--- config.mk ---
export PLATFORM = sky130hd
export DESIGN_NAME = ome_engine
export DESIGN_NICKNAME = d
export VERILOG_FILES = /design/src/hdl/ome_engine.v
export VERILOG_INCLUDE_DIRS = /design/src /design/src/hdl
export SDC_FILE = /design/constraint.sdc
export NUM_CORES = 2
export LEC_CHECK = 0
export BUFFER_PORTS_ARGS = -buffer_cell sky130_fd_sc_hd__buf_2
export CORE_UTILIZATION = 55
export CTS_BUF_LIST = sky130_fd_sc_hd__clkbuf_2 sky130_fd_sc_hd__clkbuf_4 sky130_fd_sc_hd__clkbuf_8
export DETAILED_ROUTE_END_ITERATION = 8
export PLACE_DENSITY = 0.7
export SLEW_MARGIN = 25
export SYNTH_ARGS = -nofsm -noshare
export SYNTH_HDL_FRONTEND = slang
export SYNTH_SLANG_ARGS = --single-unit
--- constraint.sdc ---
create_clock -name MCLK_IN -period 9.7 [get_ports MCLK_IN]
set_clock_uncertainty 0.05 [all_clocks]
set_input_delay 0 -clock MCLK_IN [delete_from_list [all_inputs] [get_ports MCLK_IN]]
set_output_delay 0 -clock MCLK_IN [all_outputs]
set_load 0.005 [all_outputs]
--- src/hdl/ome_consts.vh ---
/*
 * Constants of the one-time-programmable memory command engine: command codes,
 * checksum polynomial, memory geometry and timing figures.
 * Assumes inclusion by the engine file only; holds definitions only.
 */
`ifndef OME_CONSTS_VH
`define OME_CONSTS_VH

`define OME_CMD_SKIP_SEL 8'hCC
`define OME_CMD_READ_PAGE 8'hC3
`define OME_CMD_READ_FIELD 8'hF0
`define OME_CMD_WRITE_MEM 8'h0F
`define OME_CMD_COMMIT 8'h5A

`define OME_CRC_POLY_REFL 8'h8C
`define OME_CRC_INIT 8'h00
`define OME_ERASED_BYTE 8'hFF

`define OME_LAST_ADDR 7'h7F
`define OME_PAGE_LAST 5'h1F
`define OME_SEG_LAST 3'h7

`define OME_CLK_MHZ 50
`define OME_RESET_US 480
`define OME_PROG_US 2500
`define OME_RESET_CYCLES (`OME_RESET_US * `OME_CLK_MHZ)
`define OME_PROG_CYCLES (`OME_PROG_US * `OME_CLK_MHZ)

`endif

--- src/hdl/ome_engine.v ---
/*
 * Function-command engine of a single-wire one-time-programmable memory with
 * 1024 data bits, plus the byte FIFO between the slot receiver and the engine.
 * Assumes a wire front end that reports host write slots, read slots, the wire
 * low level and the programming level, all synchronous to MCLK_IN.
 */
// What this block does
// - Code CCh selects the device; next byte is a function command.
// - Function commands are ignored unless selected since the last reset.
// - Paged read is C3h then address low byte, high byte.
// - After address bytes, send checksum of command and address bytes.
// - Paged read streams to page end, then a page checksum.
// - After each page checksum continue with next page until last.
// - Field read is F0h then address low byte, high byte.
// - Field read streams to memory end, then one checksum of all bytes.
// - After the final field checksum every read slot returns one.
// - Field read cut by reset delivers no checksum.
// - Address and data bytes travel least significant bit first.
// - Program is 0Fh, address low, high, then checksum of them.
// - Program data is gathered into an 8-byte holding buffer.
// - After 8 data bytes, send their checksum.
// - Commit ANDs the holding buffer into the addressed 8-byte segment.
// - Reset aborts programming anywhere except during the programming pulse; here reset is ignored in all of ST_PROG, also before the level.
// - After programming, send programmed contents least significant bit first.
// - Device never judges checksums; it follows the host's slots.
// - Unprogrammed bits read as one; programming only clears bits.
// - Checksums use x^8 + x^5 + x^4 + 1.
// - Wire low 480 us resets; device answers with attach_response_pulse pulse.
`include "ome_consts.vh"

module ome_fifo #(
	parameter WIDTH = 8,
	parameter DEPTH = 8,
	parameter AW = 3
) (
	input wire clk_in,
	input wire srst_in,
	input wire in_valid_in,
	output wire in_ready_out,
	input wire [WIDTH-1:0] in_data_in,
	output wire out_valid_out,
	input wire out_ready_in,
	output wire [WIDTH-1:0] out_data_out
);
	reg [WIDTH-1:0] store_r [0:DEPTH-1];
	reg [AW-1:0] wptr_r;
	reg [AW-1:0] rptr_r;
	reg [AW:0] count_r;
	wire push;
	wire pop;

	assign in_ready_out = (count_r != DEPTH[AW:0]);
	assign out_valid_out = (count_r != {(AW+1){1'b0}});
	assign out_data_out = store_r[rptr_r];
	assign push = in_valid_in && in_ready_out;
	assign pop = out_valid_out && out_ready_in;

	always @(posedge clk_in)
	begin
		if (srst_in)
		begin
			wptr_r <= {AW{1'b0}};
			rptr_r <= {AW{1'b0}};
			count_r <= {(AW+1){1'b0}};
		end
		else
		begin
			if (push)
			begin
				store_r[wptr_r] <= in_data_in;
				wptr_r <= (wptr_r == DEPTH[AW-1:0] - 1'b1) ? {AW{1'b0}} : wptr_r + 1'b1;
			end
			if (pop)
				rptr_r <= (rptr_r == DEPTH[AW-1:0] - 1'b1) ? {AW{1'b0}} : rptr_r + 1'b1;
			count_r <= count_r + {{AW{1'b0}}, push} - {{AW{1'b0}}, pop};
		end
	end
endmodule // ome_fifo

module ome_engine #(
	parameter RESET_CYCLES = `OME_RESET_CYCLES,
	parameter PROG_CYCLES = `OME_PROG_CYCLES,
	parameter FIFO_DEPTH = 8
) (
	input wire MCLK_IN,
	input wire SRST_IN,
	input wire WIRE_LOW_IN,
	input wire WR_SLOT_IN,
	input wire WR_BIT_IN,
	output wire WR_READY_OUT,
	input wire RD_SLOT_IN,
	output reg RD_BIT_OUT,
	input wire PROG_LEVEL_IN,
	output reg ATTACH_RESPONSE_PULSE_OUT,
	output reg SELECTED_OUT
);
	localparam [10:0] ST_ROM = 11'h001;
	localparam [10:0] ST_CMD = 11'h002;
	localparam [10:0] ST_ADDR = 11'h004;
	localparam [10:0] ST_TXCRC = 11'h008;
	localparam [10:0] ST_RDATA = 11'h010;
	localparam [10:0] ST_WDATA = 11'h020;
	localparam [10:0] ST_ARM = 11'h040;
	localparam [10:0] ST_PROG = 11'h080;
	localparam [10:0] ST_VERIFY = 11'h100;
	localparam [10:0] ST_ONES = 11'h200;
	localparam [10:0] ST_IDLE = 11'h400;
	localparam [1:0] PH_HDR = 2'd0;
	localparam [1:0] PH_PAGE = 2'd1;
	localparam [1:0] PH_WDAT = 2'd2;

	reg [7:0] mem_r [0:127];
	reg [7:0] hold_r [0:7];
	reg [10:0] state_r;
	reg [1:0] phase_r;
	reg [7:0] cmd_r;
	reg [7:0] crc_r;
	reg [15:0] addr_r;
	reg addr_hi_r;
	reg [2:0] cnt_r;
	reg [7:0] tx_r;
	reg [2:0] tx_bit_r;
	reg [7:0] rx_r;
	reg [2:0] rx_bit_r;
	reg rx_push_r;
	reg [16:0] low_cnt_r;
	reg rst_seen_r;
	reg [16:0] prog_cnt_r;
	reg bus_reset;
	reg tx_done;
	wire fifo_valid;
	wire [7:0] fifo_data;
	wire pop;
	wire [6:0] a7;
	wire [6:0] seg;
	wire end_chunk;
	wire [7:0] next_byte;
	integer i;

	// Reflected shift of x^8 + x^5 + x^4 + 1, least significant bit first.
	function [7:0] crc8;
		input [7:0] c;
		input [7:0] d;
		integer k;
		reg [7:0] t;
		begin
			t = c;
			for (k = 0; k < 8; k = k + 1)
				t = (t >> 1) ^ (((t[0] ^ d[k]) == 1'b1) ? `OME_CRC_POLY_REFL : 8'h00);
			crc8 = t;
		end
	endfunction

	ome_fifo #(.WIDTH(8), .DEPTH(FIFO_DEPTH), .AW(3)) u_fifo (
		.clk_in(MCLK_IN),
		.srst_in(SRST_IN || bus_reset),
		.in_valid_in(rx_push_r),
		.in_ready_out(WR_READY_OUT),
		.in_data_in(rx_r),
		.out_valid_out(fifo_valid),
		.out_ready_in(pop),
		.out_data_out(fifo_data)
	);

	assign pop = fifo_valid && ((state_r & (ST_ROM | ST_CMD | ST_ADDR | ST_WDATA | ST_ARM)) != 11'h000);
	assign a7 = addr_r[6:0];
	assign seg = {addr_r[6:3], 3'b000};
	assign next_byte = mem_r[a7 + 7'd1];
	assign end_chunk = (a7 == `OME_LAST_ADDR) ||
		((cmd_r == `OME_CMD_READ_PAGE) && (addr_r[4:0] == `OME_PAGE_LAST));

	always @*
	begin
		tx_done = RD_SLOT_IN && (tx_bit_r == 3'd7) &&
			((state_r & (ST_TXCRC | ST_RDATA | ST_VERIFY)) != 11'h000);
		// No bus reset is taken while the engine is in ST_PROG, before or during the programming level.
		bus_reset = rst_seen_r && !WIRE_LOW_IN && (state_r != ST_PROG);
	end

	// Wire-level reset detection and attach_response_pulse answer.
	always @(posedge MCLK_IN)
	begin
		if (SRST_IN)
		begin
			low_cnt_r <= 17'd0;
			rst_seen_r <= 1'b0;
			ATTACH_RESPONSE_PULSE_OUT <= 1'b0;
		end
		else
		begin
			ATTACH_RESPONSE_PULSE_OUT <= bus_reset;
			if (!WIRE_LOW_IN)
				low_cnt_r <= 17'd0;
			else if (low_cnt_r != RESET_CYCLES[16:0])
				low_cnt_r <= low_cnt_r + 17'd1;
			if (bus_reset || (WIRE_LOW_IN && state_r == ST_PROG))
				rst_seen_r <= 1'b0;
			else if (WIRE_LOW_IN && low_cnt_r == RESET_CYCLES[16:0] - 17'd1)
				rst_seen_r <= 1'b1;
		end
	end

	// Host write slots gathered into bytes, least significant bit first.
	always @(posedge MCLK_IN)
	begin
		if (SRST_IN || bus_reset)
		begin
			rx_r <= 8'h00;
			rx_bit_r <= 3'd0;
			rx_push_r <= 1'b0;
		end
		else
		begin
			rx_push_r <= WR_SLOT_IN && (rx_bit_r == 3'd7);
			if (WR_SLOT_IN)
			begin
				rx_r <= {WR_BIT_IN, rx_r[7:1]};
				rx_bit_r <= rx_bit_r + 3'd1;
			end
		end
	end

	// Read slots: one bit of the outgoing byte, or a released wire otherwise.
	always @(posedge MCLK_IN)
	begin
		if (SRST_IN || bus_reset)
		begin
			RD_BIT_OUT <= 1'b1;
			tx_bit_r <= 3'd0;
		end
		else if (RD_SLOT_IN)
		begin
			if ((state_r & (ST_TXCRC | ST_RDATA | ST_VERIFY)) != 11'h000)
			begin
				RD_BIT_OUT <= tx_r[tx_bit_r];
				tx_bit_r <= tx_bit_r + 3'd1;
			end
			else
				RD_BIT_OUT <= 1'b1;
		end
	end

	always @(posedge MCLK_IN)
	begin
		if (SRST_IN)
		begin
			for (i = 0; i < 128; i = i + 1)
				mem_r[i] <= `OME_ERASED_BYTE;
			for (i = 0; i < 8; i = i + 1)
				hold_r[i] <= `OME_ERASED_BYTE;
		end
		else if (state_r == ST_WDATA && pop)
			hold_r[cnt_r] <= fifo_data;
		else if (state_r == ST_PROG && !PROG_LEVEL_IN && prog_cnt_r == PROG_CYCLES[16:0])
		begin
			for (i = 0; i < 8; i = i + 1)
				mem_r[seg + i[6:0]] <= mem_r[seg + i[6:0]] & hold_r[i];
		end
	end

	always @(posedge MCLK_IN)
	begin
		if (SRST_IN || bus_reset)
		begin
			// Any read in flight is dropped here, checksum included.
			state_r <= ST_ROM;
			phase_r <= PH_HDR;
			cmd_r <= 8'h00;
			crc_r <= `OME_CRC_INIT;
			addr_r <= 16'h0000;
			addr_hi_r <= 1'b0;
			cnt_r <= 3'd0;
			tx_r <= 8'h00;
			prog_cnt_r <= 17'd0;
			SELECTED_OUT <= 1'b0;
		end
		else
		begin
			case (state_r)
				ST_ROM:
					if (pop)
					begin
						SELECTED_OUT <= (fifo_data == `OME_CMD_SKIP_SEL);
						state_r <= (fifo_data == `OME_CMD_SKIP_SEL) ? ST_CMD : ST_IDLE;
					end
				ST_CMD:
					if (pop)
					begin
						cmd_r <= fifo_data;
						crc_r <= crc8(`OME_CRC_INIT, fifo_data);
						addr_hi_r <= 1'b0;
						if (fifo_data == `OME_CMD_READ_PAGE || fifo_data == `OME_CMD_READ_FIELD ||
							fifo_data == `OME_CMD_WRITE_MEM)
							state_r <= ST_ADDR;
						else
							state_r <= ST_IDLE;
					end
				ST_ADDR:
					if (pop)
					begin
						crc_r <= crc8(crc_r, fifo_data);
						addr_hi_r <= 1'b1;
						if (!addr_hi_r)
							addr_r[7:0] <= fifo_data;
						else
						begin
							addr_r[15:8] <= fifo_data;
							tx_r <= crc8(crc_r, fifo_data);
							phase_r <= PH_HDR;
							state_r <= ST_TXCRC;
						end
					end
				ST_TXCRC:
					if (tx_done)
					begin
						// The device moves on whatever the host thought of the checksum.
						crc_r <= `OME_CRC_INIT;
						cnt_r <= 3'd0;
						if (phase_r == PH_WDAT)
							state_r <= ST_ARM;
						else if (phase_r == PH_HDR && cmd_r == `OME_CMD_WRITE_MEM)
							state_r <= ST_WDATA;
						else if (phase_r == PH_HDR)
						begin
							tx_r <= mem_r[a7];
							crc_r <= crc8(`OME_CRC_INIT, mem_r[a7]);
							state_r <= ST_RDATA;
						end
						else if (a7 == `OME_LAST_ADDR)
							state_r <= ST_ONES;
						else
						begin
							addr_r <= addr_r + 16'd1;
							tx_r <= next_byte;
							crc_r <= crc8(`OME_CRC_INIT, next_byte);
							state_r <= ST_RDATA;
						end
					end
				ST_RDATA:
					if (tx_done)
					begin
						if (end_chunk)
						begin
							tx_r <= crc_r;
							phase_r <= PH_PAGE;
							state_r <= ST_TXCRC;
						end
						else
						begin
							addr_r <= addr_r + 16'd1;
							tx_r <= next_byte;
							crc_r <= crc8(crc_r, next_byte);
						end
					end
				ST_WDATA:
					if (pop)
					begin
						crc_r <= crc8(crc_r, fifo_data);
						cnt_r <= cnt_r + 3'd1;
						if (cnt_r == `OME_SEG_LAST)
						begin
							tx_r <= crc8(crc_r, fifo_data);
							phase_r <= PH_WDAT;
							state_r <= ST_TXCRC;
						end
					end
				ST_ARM:
					if (pop)
					begin
						prog_cnt_r <= 17'd0;
						state_r <= (fifo_data == `OME_CMD_COMMIT) ? ST_PROG : ST_IDLE;
					end
				ST_PROG:
					if (PROG_LEVEL_IN)
					begin
						if (prog_cnt_r != PROG_CYCLES[16:0])
							prog_cnt_r <= prog_cnt_r + 17'd1;
					end
					else if (prog_cnt_r == 17'd0)
						// The host applies the level some cycles after the commit code.
						state_r <= ST_PROG;
					else if (prog_cnt_r == PROG_CYCLES[16:0])
					begin
						cnt_r <= 3'd0;
						tx_r <= mem_r[seg] & hold_r[0];
						state_r <= ST_VERIFY;
					end
					else
						state_r <= ST_IDLE;
				ST_VERIFY:
					if (tx_done)
					begin
						cnt_r <= cnt_r + 3'd1;
						tx_r <= mem_r[seg + {4'd0, cnt_r + 3'd1}];
						if (cnt_r == `OME_SEG_LAST)
							state_r <= ST_IDLE;
					end
				ST_ONES:
					state_r <= ST_ONES;
				ST_IDLE:
					state_r <= ST_IDLE;
				default:
					state_r <= ST_IDLE;
			endcase
		end
	end
endmodule // ome_engine

==> flow_summary.toml <==
[setup_path]
cp-end-kind = "flop"
setup.worst_path.start_class = "flop"
crit_arrival_ns = 6.87
path_cells = "buf_4 > nand2_1 > or3_1 > nand2_2 > nand2_1 > nor4_2 > nor4_4 > xnor2_2 > xnor3_2 > xnor2_1 > nand2_1 > a31oi_1"
slowest_delay_ns = 0.94
crit_path_max_fo = 41
worst-path-buf-inv = 1
cpLargestDelayFamily = "simple AND/OR/NAND/NOR gates"
worst_ep_required_time_ns = 10.58
path_class = "flop to flop"
critical_path.most_common_cell = "sky130_fd_sc_hd__nand2_1"
crit_path_top_delay_cell = "sky130_fd_sc_hd__nand2_1"

[clock_network]
num_cts_buffers = 212
cts.sinks = 1273
cts_tree = "done"
bufs_on_longest_clock_path = 3
postCtsResizedCells = 0
worst_setup_hold_path_clk_slew_ns = 0.07
clk_latency_worst_skew_pair_ns = 1.01
cts-root-buf = "sky130_fd_sc_hd__clkbuf_8"
htree_levels = 4

[power_and_ir_drop]
pwr-share-seq_pct = 48.8
cellPowerDensity_nw_per_um2 = 155.4
p_int_mw = 9.814
static_leakage_nw = 25.27
power_frac_comb_pct = 11.6
peak_supply_drop_uv = 163.0
clock_power_share_pct = 39.6
netSwitchingFraction_pct = 26.69
power_spent_charging_and_discharging_nets_mw = 3.572

[cells_and_area]
regArea_sq_um = 37060
final_common_cell = "sky130_fd_sc_hd__nand2_1"
most_frequent_cells_in_the_layout = "sky130_fd_sc_hd__nand2_1, sky130_fd_sc_hd__mux4_2, sky130_fd_sc_hd__edfxtp_1"
post_layout_nonfiller_instances = 7525
multi_input_area_sq_um = 40550
nets = 5471
layout.core_utilization_pct = 59.81
area_growth_syn_to_layout_pct = 7.592
fillCellCount = 10820
layout-drive-gt1-share_pct = 31.89

[route]
drt-wirelength-per-cell_microns = 37.99
post-route-drc-count = 2
count_of_antenna_violating_nets_left_after_detailed_routing = 0
firstDrtPassIters = 9
via_per_inst = 7.726
detail_route.iter0.violations = 10170
route.final.wire_length_mm = 285.9
vias = 58140

[place]
portBuffers = 10
detailedPlacementHpwl_mm = 177.8
place_worst_setup_slack_ns = 4.094
placed_cells = 7110
gpl.final_weighted_congestion = 0.9963

[yosys]
synth.yosys.seq_area_share_pct = 46.24
syn_area_per_cell_sq_um = 14.21
yosys.cell_types.count = 95
synth_seq_cells = 1273
synth_nets = 5667
postSynth.asyncResetShare_pct = 0
post_synth_inst_count = 5634
ys_dominant_reg_cell = "sky130_fd_sc_hd__edfxtp_1"
syn_area_sq_um = 80040
synth.yosys.warnings = 0
synth_edf_count = 1152

[timing]
drv_slew = 0
unrepaired_setup_endpoints_after_global_routing = "no"
fin_setup_tns_ns = 0
fmaxAchievable_mhz = 167.0
worst_rel_slew_slack_pct = 16.97
timing.final.crit_period_ns = 5.988
holdWs_ns = 0.09639
timing_hold_violations_final = 0
fin_crit_sh_pct = 61.74
tightestPinTransition_ns = 1.241
timing.final.ws_setup_ns = 3.712
final_setup_vio_count = 0

[job]
maximum_capacitance_violations = 0

[die]
floorplan.core_area_sq_um = 144000
die_ht_microns = 383.5
num_rows = 139
fp.dieW_microns = 383.5
die_outline_area_sq_um = 147100
pin_count = 11
initial_standard_cell_utilization_of_the_core_pct = 55.59

[outcome]
violations_in_the_final_reports = "design-rule violations"
run_status = "complete, but fails checks"

[global_routing]
track_usage_pct = 39.30
grt_max_degree = 123
grt.overflow.total = 0
initial_antenna_violation_count = 9
grt_first_pass_wirelength_mm = 412.6
via_count_of_the_first_global_routing_pass = 56800

[worst_hold_path]
timing.hold.worst.class = "input port to flop"
[flip-flops by register name, indices dropped and copies added, names as in the netlist, 11 cells and up, named ones only]
signal / count
hold_r: 64
low_cnt_r: 17
mem_r: 1024
prog_cnt_r: 17
state_r: 11
u_fifo.store_r: 64
[cells by family after synthesis]
family          synth area share, %
simple gates                  10.19
mux                           35.26
xor+xnor                      1.380
buf+inv                       3.500
fa+ha+maj                    0.4158
compound gates                3.009
flops                         46.24
[power by group through the flow]
| stage | clock, mW | combinational [mW] | sequential (mW) |
|---|---|---|---|
| after floorplan | 0 | 1.05 | 6.48 |
| after global placement | 0 | 1.48 | 6.62 |
| after detailed placement | 0 | 1.49 | 6.63 |
| after CTS | 5.31 | 1.51 | 6.52 |
| after global routing | 5.54 | 1.62 | 6.56 |
| final | 5.30 | 1.55 | 6.54 |
[cell usage after synthesis, types with 15 or more instances]
master                        n  area (sq um)
sky130_fd_sc_hd__a211o_1     16         140.1
sky130_fd_sc_hd__a211oi_1    21         157.7
sky130_fd_sc_hd__a21oi_1    103         515.5
sky130_fd_sc_hd__a22oi_1     22         165.2
sky130_fd_sc_hd__a31oi_1     26         162.7
sky130_fd_sc_hd__a32oi_1     17         148.9
sky130_fd_sc_hd__and2_1      15         93.84
sky130_fd_sc_hd__and3_1      15         93.84
sky130_fd_sc_hd__buf_1       67         251.5
sky130_fd_sc_hd__buf_2       76         380.4
sky130_fd_sc_hd__buf_4       67         503.0
sky130_fd_sc_hd__buf_6       22         247.7
sky130_fd_sc_hd__clkbuf_1   327          1227
sky130_fd_sc_hd__dfxtp_1    121          2422
sky130_fd_sc_hd__edfxtp_1  1152         34590
sky130_fd_sc_hd__ha_1        25         312.8
sky130_fd_sc_hd__inv_1       24         90.09
sky130_fd_sc_hd__mux2i_1    157          1572
sky130_fd_sc_hd__mux4_2    1173         26420
sky130_fd_sc_hd__nand2_1   1407          5281
sky130_fd_sc_hd__nand3_1     82         410.4
sky130_fd_sc_hd__nand4_1     46         287.8
sky130_fd_sc_hd__nor2_1     167         626.9
sky130_fd_sc_hd__nor2b_1     29         181.4
sky130_fd_sc_hd__nor3_1      40         200.2
sky130_fd_sc_hd__nor4_1      19         118.9
sky130_fd_sc_hd__o21ai_0     44         220.2
sky130_fd_sc_hd__o22ai_1     31         193.9
sky130_fd_sc_hd__or2_2       30         187.7
sky130_fd_sc_hd__or3_1       17         106.4
sky130_fd_sc_hd__xnor2_1     48         420.4
sky130_fd_sc_hd__xor2_1      48         420.4
[metal layers]
layer / GRT usage (%) / part of all wire (%) / wire length [microns] / vias to the layer above
li1: - / - / - / 22070
met1: 52.36 / 34 / 95980 / 29150
met2: 55.14 / 43 / 121900 / 5757
met3: 15.35 / 17 / 47940 / 1150
met4: 22.30 / 7.0 / 19920 / 16
met5: 0.6173 / 0.068 / 195 / -
[layout make-up]
type	instances	share of cell area, %
Sequential cell	1273	43.03
Tap cell	1903	2.765
Timing Repair Buffer	154	1.620
Clock buffer	276	3.989
Inverter	27	0.1235
Antenna cell	6	0.01743
Clock inverter	116	1.379
Multi-Input combinational cell	3770	47.08
[per-stage QoR]
stage | instance area (sq um) | power [mW]
final | 86120 | 13.39
after global routing | 86110 | 13.71
after CTS | 86010 | 13.34
after detailed placement | 81250 | 8.123
after global placement | 81220 | 8.096
after floorplan | 80040 | 7.527
[final timing paths]
kind                                     from    endpoint  slack (ns)  cells after the start
worst min register to register        tx_r[3]     tx_r[3]        0.42                      2
worst max-delay path                addr_r[0]    crc_r[7]        3.71                     12
worst max register to register      addr_r[0]    crc_r[7]        3.71                     12
worst min-delay path            PROG_LEVEL_IN  state_r[7]         0.1                      6
[worst min-delay path, delay by kind of cell]
kind | cells | cell delay, ns
compound gates | 2 | 0.26
simple gates | 1 | 0.03
buf+inv | 3 | 0.77
[repair_timing]
item	in CTS	in global routing
hold endpoints to repair	257	0
buffers inserted	0	0
hold buffers	14	0
(Power assumes the default switching activity.)
